### src/wws_map.svh
// timing constants for the windowed watchdog supervisor
`ifndef WWS_MAP_SVH
`define WWS_MAP_SVH
`define WWS_CLK_HZ        10000000
`define WWS_FAST_US       1500
`define WWS_SLOW_US       15000
`define WWS_FAULT_US      1000
`define WWS_HOLD_US       100000
`define WWS_GLITCH_NS     100
`define WWS_US_CYC(us)    (((us) * (`WWS_CLK_HZ / 1000000)))
`define WWS_FAST_CYC      `WWS_US_CYC(`WWS_FAST_US)
`define WWS_SLOW_CYC      `WWS_US_CYC(`WWS_SLOW_US)
`define WWS_FAULT_CYC     `WWS_US_CYC(`WWS_FAULT_US)
`define WWS_HOLD_CYC      `WWS_US_CYC(`WWS_HOLD_US)
// glitch filter: one cycle more than the rejected width, rounded up
`define WWS_GLITCH_CYC    (((`WWS_GLITCH_NS) * (`WWS_CLK_HZ / 1000000) + 999) / 1000 + 1)
`endif

### src/wws_pkg.sv
// types for the windowed watchdog supervisor
package wws_pkg;
    typedef enum logic [1:0] {WWS_IDLE, WWS_ARMED, WWS_FAULT} wws_state_e;
    typedef struct packed {
        logic kick;
        logic mr_n;
        logic supply_low;
    } wws_in_s;
endpackage

### src/wws_top.sv
// windowed watchdog with reset generator and manual reset
`timescale 1ns/1ps
`include "wws_map.svh"
// Contract
// RQ1: manual reset low forces reset, clears watchdog timer, releases fault output.
// RQ2: watchdog timer clears on each kick falling edge and on reset release.
// RQ3: a kick edge inside the window leaves the fault output high.
// RQ4: a kick edge too early or too late gives one low fault pulse.
// RQ5: fault output pulses only while reset output is high.
// RQ6: two kick edges closer than the fast limit raise a fast fault.
// RQ7: no kick edge within the slow limit raises a slow fault.
// RQ8: timer clears on valid edge, reset release and fault release.
// RQ9: kicks are ignored while reset or fault output is low.
// RQ10: first kick after reset or fault release skips the fast check.
// RQ11: fault output stays low for a fixed one millisecond pulse.
// RQ12: reset is low while supply is below threshold.
// RQ13: reset stays low at least 100 ms after both causes clear.
// RQ14: reset asserts if supply low or manual reset low.
// RQ15: short manual reset glitches are rejected; driver holds it low 1 us.
// RQ16: fast and slow limits are build options set by parameters.
// RQ17: slow fault fires once the full slow period expires without an edge.
// RQ18: inputs are synchronised and all times are counted in clock cycles.
module wws_top #(
    parameter int FAST_CYC  = `WWS_FAST_CYC,                  // [RQ16]
    parameter int SLOW_CYC  = `WWS_SLOW_CYC,
    parameter int FAULT_CYC = `WWS_FAULT_CYC,
    parameter int HOLD_CYC  = `WWS_HOLD_CYC
) (
    input  wire logic i_sys_clk,
    input  wire logic i_arst_n,
    input  wire logic i_watchdog_kick,
    input  wire logic i_manual_reset_n,
    input  wire logic i_supply_low,
    output logic      o_reset_n,
    output logic      o_watchdog_fault_pulse_n,
    output logic      o_fault_oe_n,
    output logic      o_fast_fault,
    output logic      o_slow_fault
);
    localparam int TW = $clog2(SLOW_CYC + 2);
    localparam int HW = $clog2(HOLD_CYC + 2);
    localparam int PW = $clog2(FAULT_CYC + 2);

    logic               rs1_r;
    logic               rst_n;
    wws_pkg::wws_in_s   pin;
    wws_pkg::wws_state_e state_r;
    wws_pkg::wws_state_e state_nxt;
    logic               kick_d_r;
    logic [TW-1:0]      tmr_r;
    logic [HW-1:0]      hold_r;
    logic [PW-1:0]      pulse_r;
    logic               first_r;
    logic               fast_r;
    logic               slow_r;

    // reset release through two flops
    always_ff @(posedge i_sys_clk or negedge i_arst_n) begin
        if (!i_arst_n) begin
            rs1_r <= 1'b0;
            rst_n <= 1'b0;
        end else begin
            rs1_r <= 1'b1;
            rst_n <= rs1_r;
        end
    end

    // pins cross into the clock domain; manual reset also filtered [RQ18] [RQ15]
    wws_sync_filt #(.FILT_CYC(`WWS_GLITCH_CYC), .RST_VAL(1'b1)) u_mr (
        .i_sys_clk (i_sys_clk),
        .i_rst_n   (rst_n),
        .i_pin     (i_manual_reset_n),
        .o_level   (pin.mr_n)
    );
    wws_sync_filt #(.FILT_CYC(1), .RST_VAL(1'b1)) u_kick (
        .i_sys_clk (i_sys_clk),
        .i_rst_n   (rst_n),
        .i_pin     (i_watchdog_kick),
        .o_level   (pin.kick)
    );
    // treat supply low as asserted until synchroniser settles: safe side
    wws_sync_filt #(.FILT_CYC(1), .RST_VAL(1'b1)) u_sup (
        .i_sys_clk (i_sys_clk),
        .i_rst_n   (rst_n),
        .i_pin     (i_supply_low),
        .o_level   (pin.supply_low)
    );

    wire cause     = pin.supply_low || !pin.mr_n;             // [RQ12] [RQ14]
    wire hold_done = (hold_r >= HW'(HOLD_CYC));
    wire reset_act = cause || !hold_done;                     // [RQ13]

    // reset stretch counter restarts while any cause is present [RQ13]
    always_ff @(posedge i_sys_clk or negedge rst_n) begin
        if (!rst_n) begin
            hold_r <= '0;
        end else if (cause) begin
            hold_r <= '0;
        end else if (!hold_done) begin
            hold_r <= hold_r + 1'b1;
        end
    end

    wire kick_fall  = kick_d_r && !pin.kick;
    wire in_fault   = (state_r == wws_pkg::WWS_FAULT);
    wire pulse_end  = in_fault && (pulse_r >= PW'(FAULT_CYC - 1));
    wire edge_valid = kick_fall && !in_fault;                 // [RQ9]
    wire is_fast    = edge_valid && !first_r && (tmr_r < TW'(FAST_CYC));  // [RQ6] [RQ10]
    wire is_slow    = !in_fault && (tmr_r >= TW'(SLOW_CYC));  // [RQ7] [RQ17]
    wire go_fault   = (state_r == wws_pkg::WWS_ARMED) && (is_fast || is_slow); // [RQ4]

    // watchdog sequencing; held idle under reset [RQ1] [RQ5]
    always_comb begin
        state_nxt = state_r;
        unique case (state_r)
            wws_pkg::WWS_IDLE:  state_nxt = wws_pkg::WWS_ARMED;
            wws_pkg::WWS_ARMED: if (go_fault) state_nxt = wws_pkg::WWS_FAULT;
            wws_pkg::WWS_FAULT: if (pulse_end) state_nxt = wws_pkg::WWS_ARMED; // [RQ11]
        endcase
        if (reset_act) state_nxt = wws_pkg::WWS_IDLE;
    end

    always_ff @(posedge i_sys_clk or negedge rst_n) begin
        if (!rst_n) begin
            state_r  <= wws_pkg::WWS_IDLE;
            kick_d_r <= 1'b1;
        end else begin
            state_r  <= state_nxt;
            kick_d_r <= pin.kick;
        end
    end

    // watchdog timer: clears on valid edge, on reset or fault release [RQ2] [RQ8] [RQ3]
    always_ff @(posedge i_sys_clk or negedge rst_n) begin
        if (!rst_n) begin
            tmr_r   <= '0;
            first_r <= 1'b1;
        end else if (state_r != wws_pkg::WWS_ARMED || go_fault) begin
            tmr_r   <= '0;                                    // [RQ1]
            first_r <= 1'b1;                                  // [RQ10]
        end else if (edge_valid) begin
            tmr_r   <= '0;
            first_r <= 1'b0;
        end else if (!is_slow) begin
            tmr_r <= tmr_r + 1'b1;
        end
    end

    // fixed-width fault pulse timer [RQ11]
    always_ff @(posedge i_sys_clk or negedge rst_n) begin
        if (!rst_n) begin
            pulse_r <= '0;
        end else if (!in_fault) begin
            pulse_r <= '0;
        end else begin
            pulse_r <= pulse_r + 1'b1;
        end
    end

    // registered outputs; fault cause flags mark the pulse kind
    always_ff @(posedge i_sys_clk or negedge rst_n) begin
        if (!rst_n) begin
            o_reset_n <= 1'b0;
            fast_r    <= 1'b0;
            slow_r    <= 1'b0;
        end else begin
            o_reset_n <= !reset_act;                          // [RQ14]
            if (go_fault) begin
                fast_r <= is_fast;
                slow_r <= !is_fast;
            end else if (state_nxt != wws_pkg::WWS_FAULT) begin
                fast_r <= 1'b0;
                slow_r <= 1'b0;
            end
        end
    end

    // open-drain: enable low only while pulling low [RQ5]
    assign o_watchdog_fault_pulse_n = !in_fault;
    assign o_fault_oe_n             = !in_fault;
    assign o_fast_fault             = fast_r;
    assign o_slow_fault             = slow_r;
endmodule

### src/wws_sync_filt.sv
// three-stage pin synchroniser with optional level filter
`timescale 1ns/1ps
module wws_sync_filt #(
    parameter int FILT_CYC = 1,
    parameter logic RST_VAL = 1'b1
) (
    input  wire logic i_sys_clk,
    input  wire logic i_rst_n,
    input  wire logic i_pin,
    output logic      o_level
);
    localparam int CW = $clog2(FILT_CYC + 1) + 1;
    logic          s1_r;
    logic          s2_r;
    logic          s3_r;
    logic [CW-1:0] cnt_r;
    wire           agree = (s2_r == s3_r);
    wire           diff  = agree && (s3_r != o_level);
    // s1 is read only by s2
    always_ff @(posedge i_sys_clk or negedge i_rst_n) begin
        if (!i_rst_n) begin
            s1_r <= RST_VAL;
            s2_r <= RST_VAL;
            s3_r <= RST_VAL;
        end else begin
            s1_r <= i_pin;
            s2_r <= s1_r;
            s3_r <= s2_r;
        end
    end
    // a new level must stay stable for FILT_CYC + 1 cycles before it counts (s2 and s3 must agree)
    always_ff @(posedge i_sys_clk or negedge i_rst_n) begin
        if (!i_rst_n) begin
            cnt_r   <= '0;
            o_level <= RST_VAL;
        end else if (!diff) begin
            cnt_r <= '0;
        end else if (cnt_r >= CW'(FILT_CYC - 1)) begin
            cnt_r   <= '0;
            o_level <= s3_r;
        end else begin
            cnt_r <= cnt_r + 1'b1;
        end
    end
endmodule

### config.mk
export PLATFORM = sky130hd
export DESIGN_NAME = wws_top
export DESIGN_NICKNAME = d
export VERILOG_FILES = /design/src/wws_pkg.sv /design/src/wws_top.sv /design/src/wws_sync_filt.sv
export VERILOG_INCLUDE_DIRS = /design/src
export SDC_FILE = /design/constraint.sdc
export NUM_CORES = 1
export LEC_CHECK = 0
export BUFFER_PORTS_ARGS = -buffer_cell sky130_fd_sc_hd__buf_4
export CAP_MARGIN = 15
export CELL_PAD_IN_SITES_DETAIL_PLACEMENT = 0
export CELL_PAD_IN_SITES_GLOBAL_PLACEMENT = 1
export CORE_AREA = 5 5 100 102
export CTS_BUF_LIST = sky130_fd_sc_hd__clkbuf_4 sky130_fd_sc_hd__clkbuf_8
export DETAILED_ROUTE_END_ITERATION = 8
export DIE_AREA = 0 0 105 107
export PLACE_DENSITY_LB_ADDON = 0.1
export SETUP_SLACK_MARGIN = 0.3
export SLEW_MARGIN = 20
export SYNTH_ARGS = -nofsm -noshare
export SYNTH_HDL_FRONTEND = slang
export SYNTH_SLANG_ARGS = --single-unit
### constraint.sdc
create_clock -name i_sys_clk -period 2.46 [get_ports i_sys_clk]
set_input_delay 0.369 -clock i_sys_clk [delete_from_list [all_inputs] [get_ports i_sys_clk]]
set_output_delay 0.369 -clock i_sys_clk [all_outputs]
set_load 0.005 [all_outputs]
==> flow_metrics.py <==
metrics = {
    "worst_setup_path": {
        "cp_data_arrival_time_ps": 2370,
        "start_kind": "flop",
        "crit_type": "reg -> reg",
        "path_max_fanout": 5,
        "r2r_start": "hold_r[15]",
        "worst_setup_path_end_kind": "flop",
        "reg2reg_setup_slack_ps": 290,
        "r2r-end": "hold_r[12]",
        "worstPathRequired_ps": 2660,
        "cp-startpoint": "hold_r[15]",
        "rr_worst_depth": 6,
    },
    "drt": {
        "drt_iter0_drc": 61,
        "drt_pass1_iterations": 4,
        "avgViaCountPerCell": 4.99,
        "final_antenna_net_count": 0,
        "vias": 2396,
        "wirelength_um": 6670,
        "drcViolationCount": 0,
        "wl_per_cell_um": 13.9,
    },
    "grt": {
        "grt_overflow_total": 0,
        "grt_pass1_wl_um": 12000,
        "grt_max_degree": 38,
        "first_global_vias": 2508,
        "grt_use_total_pct": 13.2,
        "antenna_found_initial": 0,
    },
    "sta": {
        "rsz0062_at_grt": "yes",
        "hold_violations": 0,
        "finalCritPeriodShare_pct": 88.3,
        "finalSetupViolations": 0,
        "fin_tns_setup_ps": 0,
        "worst_pin_slew_ps": 792,
        "timing.fmax_ghz": 0.461,
        "min_period_ps": 2170,
        "max_slew_margin_pct": 47.2,
        "finClkSkew_ps": 9.83,
        "final_max_slew_viol_count": 0,
    },
    "cts": {
        "clock-sinks": 76,
        "insertion_delay_ps": 350,
        "cts_buffer_depth": 2,
        "h-tree-depth": 3,
        "cts_tree": "built",
        "clkTransAtPathRegs_ps": 70,
        "cts_made_buffers": 9,
        "cts_root_buf": "clkbuf_8",
    },
    "placement": {
        "place_congestion": 0.729,
        "io_buffers": 9,
        "hpwl_um": 4410,
    },
    "min_path": {
        "min_from": "i_watchdog_kick",
        "min_path_cells": 1,
        "holdPathEnd": "u_kick.s1_r",
        "hold_path_class": "in -> reg",
    },
    "cells_and_area": {
        "final_common_cell": "nor2_1",
        "fin_nets": 377,
        "post_route_cells_drive_above_1_share_pct": 18.7,
        "antenna_cells": 0,
        "syn_to_final_growth_pct": 15.0,
        "final_cell_mix": "62 x nor2_1, 61 x dfrtp_1, 24 x nand2_1",
        "postLayoutCoreUtil_pct": 44.5,
    },
    "outcome": {
        "outcome": "finished clean",
    },
    "flow_run": {
        "cap_viol_max_count": 0,
    },
    "synth": {
        "yosys_warnings": 0,
        "ys_ff_latch": 76,
        "netlist_top_cells_area": "dfrtp_1 44%, dfstp_2 11%, nor2_1 6.9%",
        "synth.largest_area_cell": "dfrtp_1",
        "syn_nets": 349,
        "async_reset_ff_share_pct": 100,
        "synth-edff-count": 0,
        "synth_seq_area_share_pct": 55.0,
        "ys_types": 47,
        "syn-cell-area_sq_um": 3490,
        "synth_top_cell_area_share_pct": 44.4,
        "avgSynthCellArea_sq_um": 10.4,
        "syn_inst": 336,
        "ys.flop_type": "dfrtp_1",
    },
    "die": {
        "std_cell_rows": 35,
        "initial_core_util_pct": 38.7,
        "die_y_um": 107,
        "die_w_um": 105,
        "die_area_sq_um": 11200,
        "core_area_sq_um": 9020,
        "io-pin-count": 10,
    },
    "pwr": {
        "power_density_nw_per_um2": 579,
        "leakagePower_nw": 1.68,
        "irDropWorstVdd_uv": 247,
    },
}
## timing repair
item | CTS | global route
pin swaps | 3 | 4
gates resized for setup | 9 | 5
endpoints found under the hold margin | 2 | 0
hold buffers | 1 | 0
buffers inserted | 4 | 3
endpoints found under the setup margin | 16 | 17
## power breakdown
part / total (mW) / switching, mW / internal (mW)
clock network: 0.875 / 0.446 / 0.430
registers: 1.33 / 0.0379 / 1.30
logic: 0.114 / 0.0719 / 0.0421
total: 2.32 / 0.555 / 1.77
## area by class of cell
class	count	area, sq um
Fill cell	873	5010
Sequential cell	76	1920
Clock inverter	4	23.8
Clock buffer	12	159
Tap cell	111	139
Timing Repair Buffer	24	183
Inverter	11	41.3
Multi-Input combinational cell	242	1550
## synthesized netlist by cell type (all sizes together) (3+ instances only)
cell type  instances
xor2              22
inv               11
nand2             24
or4                4
or3b               3
a21oi              8
dfrtp             62
nor4               3
or3                3
ha                 8
o21ai              8
and3              12
dfstp             14
xnor2             22
clkbuf             4
nand4              8
nand3             14
buf                3
nor3               8
nor2              64
## worst max path at each step
stage	end	cells after the start
6_report	hold_r[12]	6
5_1_grt	hold_r[12]	6
4_1_cts	hold_r[12]	6
3_5_place_dp	hold_r[8]	6
3_3_place_gp	o_fast_fault	8
2_1_floorplan	hold_r[12]	7
## critical path: stages (launching register included)
cell     delay (ps)
dfrtp_1         380
or4_4           530
o311a_4         370
or3b_4          420
nor3_4          140
xnor2_1         140
nor2_1           60
## routing by layer
metal | vias to the layer above | wire (um) | global-route usage (%)
met1 | 1173 | 3120 | 16.7
met3 | 6 | 240 | 4.27
li1 | 1191 | - | -
met5 | - | 0 | 0
met2 | 26 | 3220 | 21.7
met4 | 0 | 82 | 3.84
## sequential cells by signal, summed over array words and instances, names as in the netlist, 2 cells and up
| signal | cells |
|---|---|
| hold_r | 20 |
| tmr_r | 18 |
| pulse_r | 14 |
| u_mr.cnt_r | 3 |
| state_r | 2 |
## through the flow
step / worst slack (ps) / cells / total power, mW / hold slack (ps) / cell area, sq um
after floorplan: 253 / 336 / 1.43 / 73.4 / 3490
after global placement: 172 / 456 / 1.47 / 153 / 3720
after detailed placement: 149 / 456 / 1.47 / 152 / 3720
after CTS: 299 / 477 / 2.38 / 103 / 3980
after global routing: 188 / 480 / 2.45 / 93.7 / 4020
final: 289 / 480 / 2.32 / 127 / 4020
## cell families (layout without fill, tap and decap cells)
group | count (synthesis) | in the layout | synth area share (%)
and+or+nand+nor | 156 | 156 | 22.4
DFF | 76 | 76 | 55.0
xor gates and xnor gates | 44 | 44 | 11.0
AOI/OAI and AO/OA | 30 | 30 | 5.52
buffers and inverters | 18 | 51 | 2.26
adders and majority gates | 10 | 10 | 3.44
other | 1 | 1 | 0.107
muxes | 1 | 1 | 0.287
(Power assumes the default switching activity.)
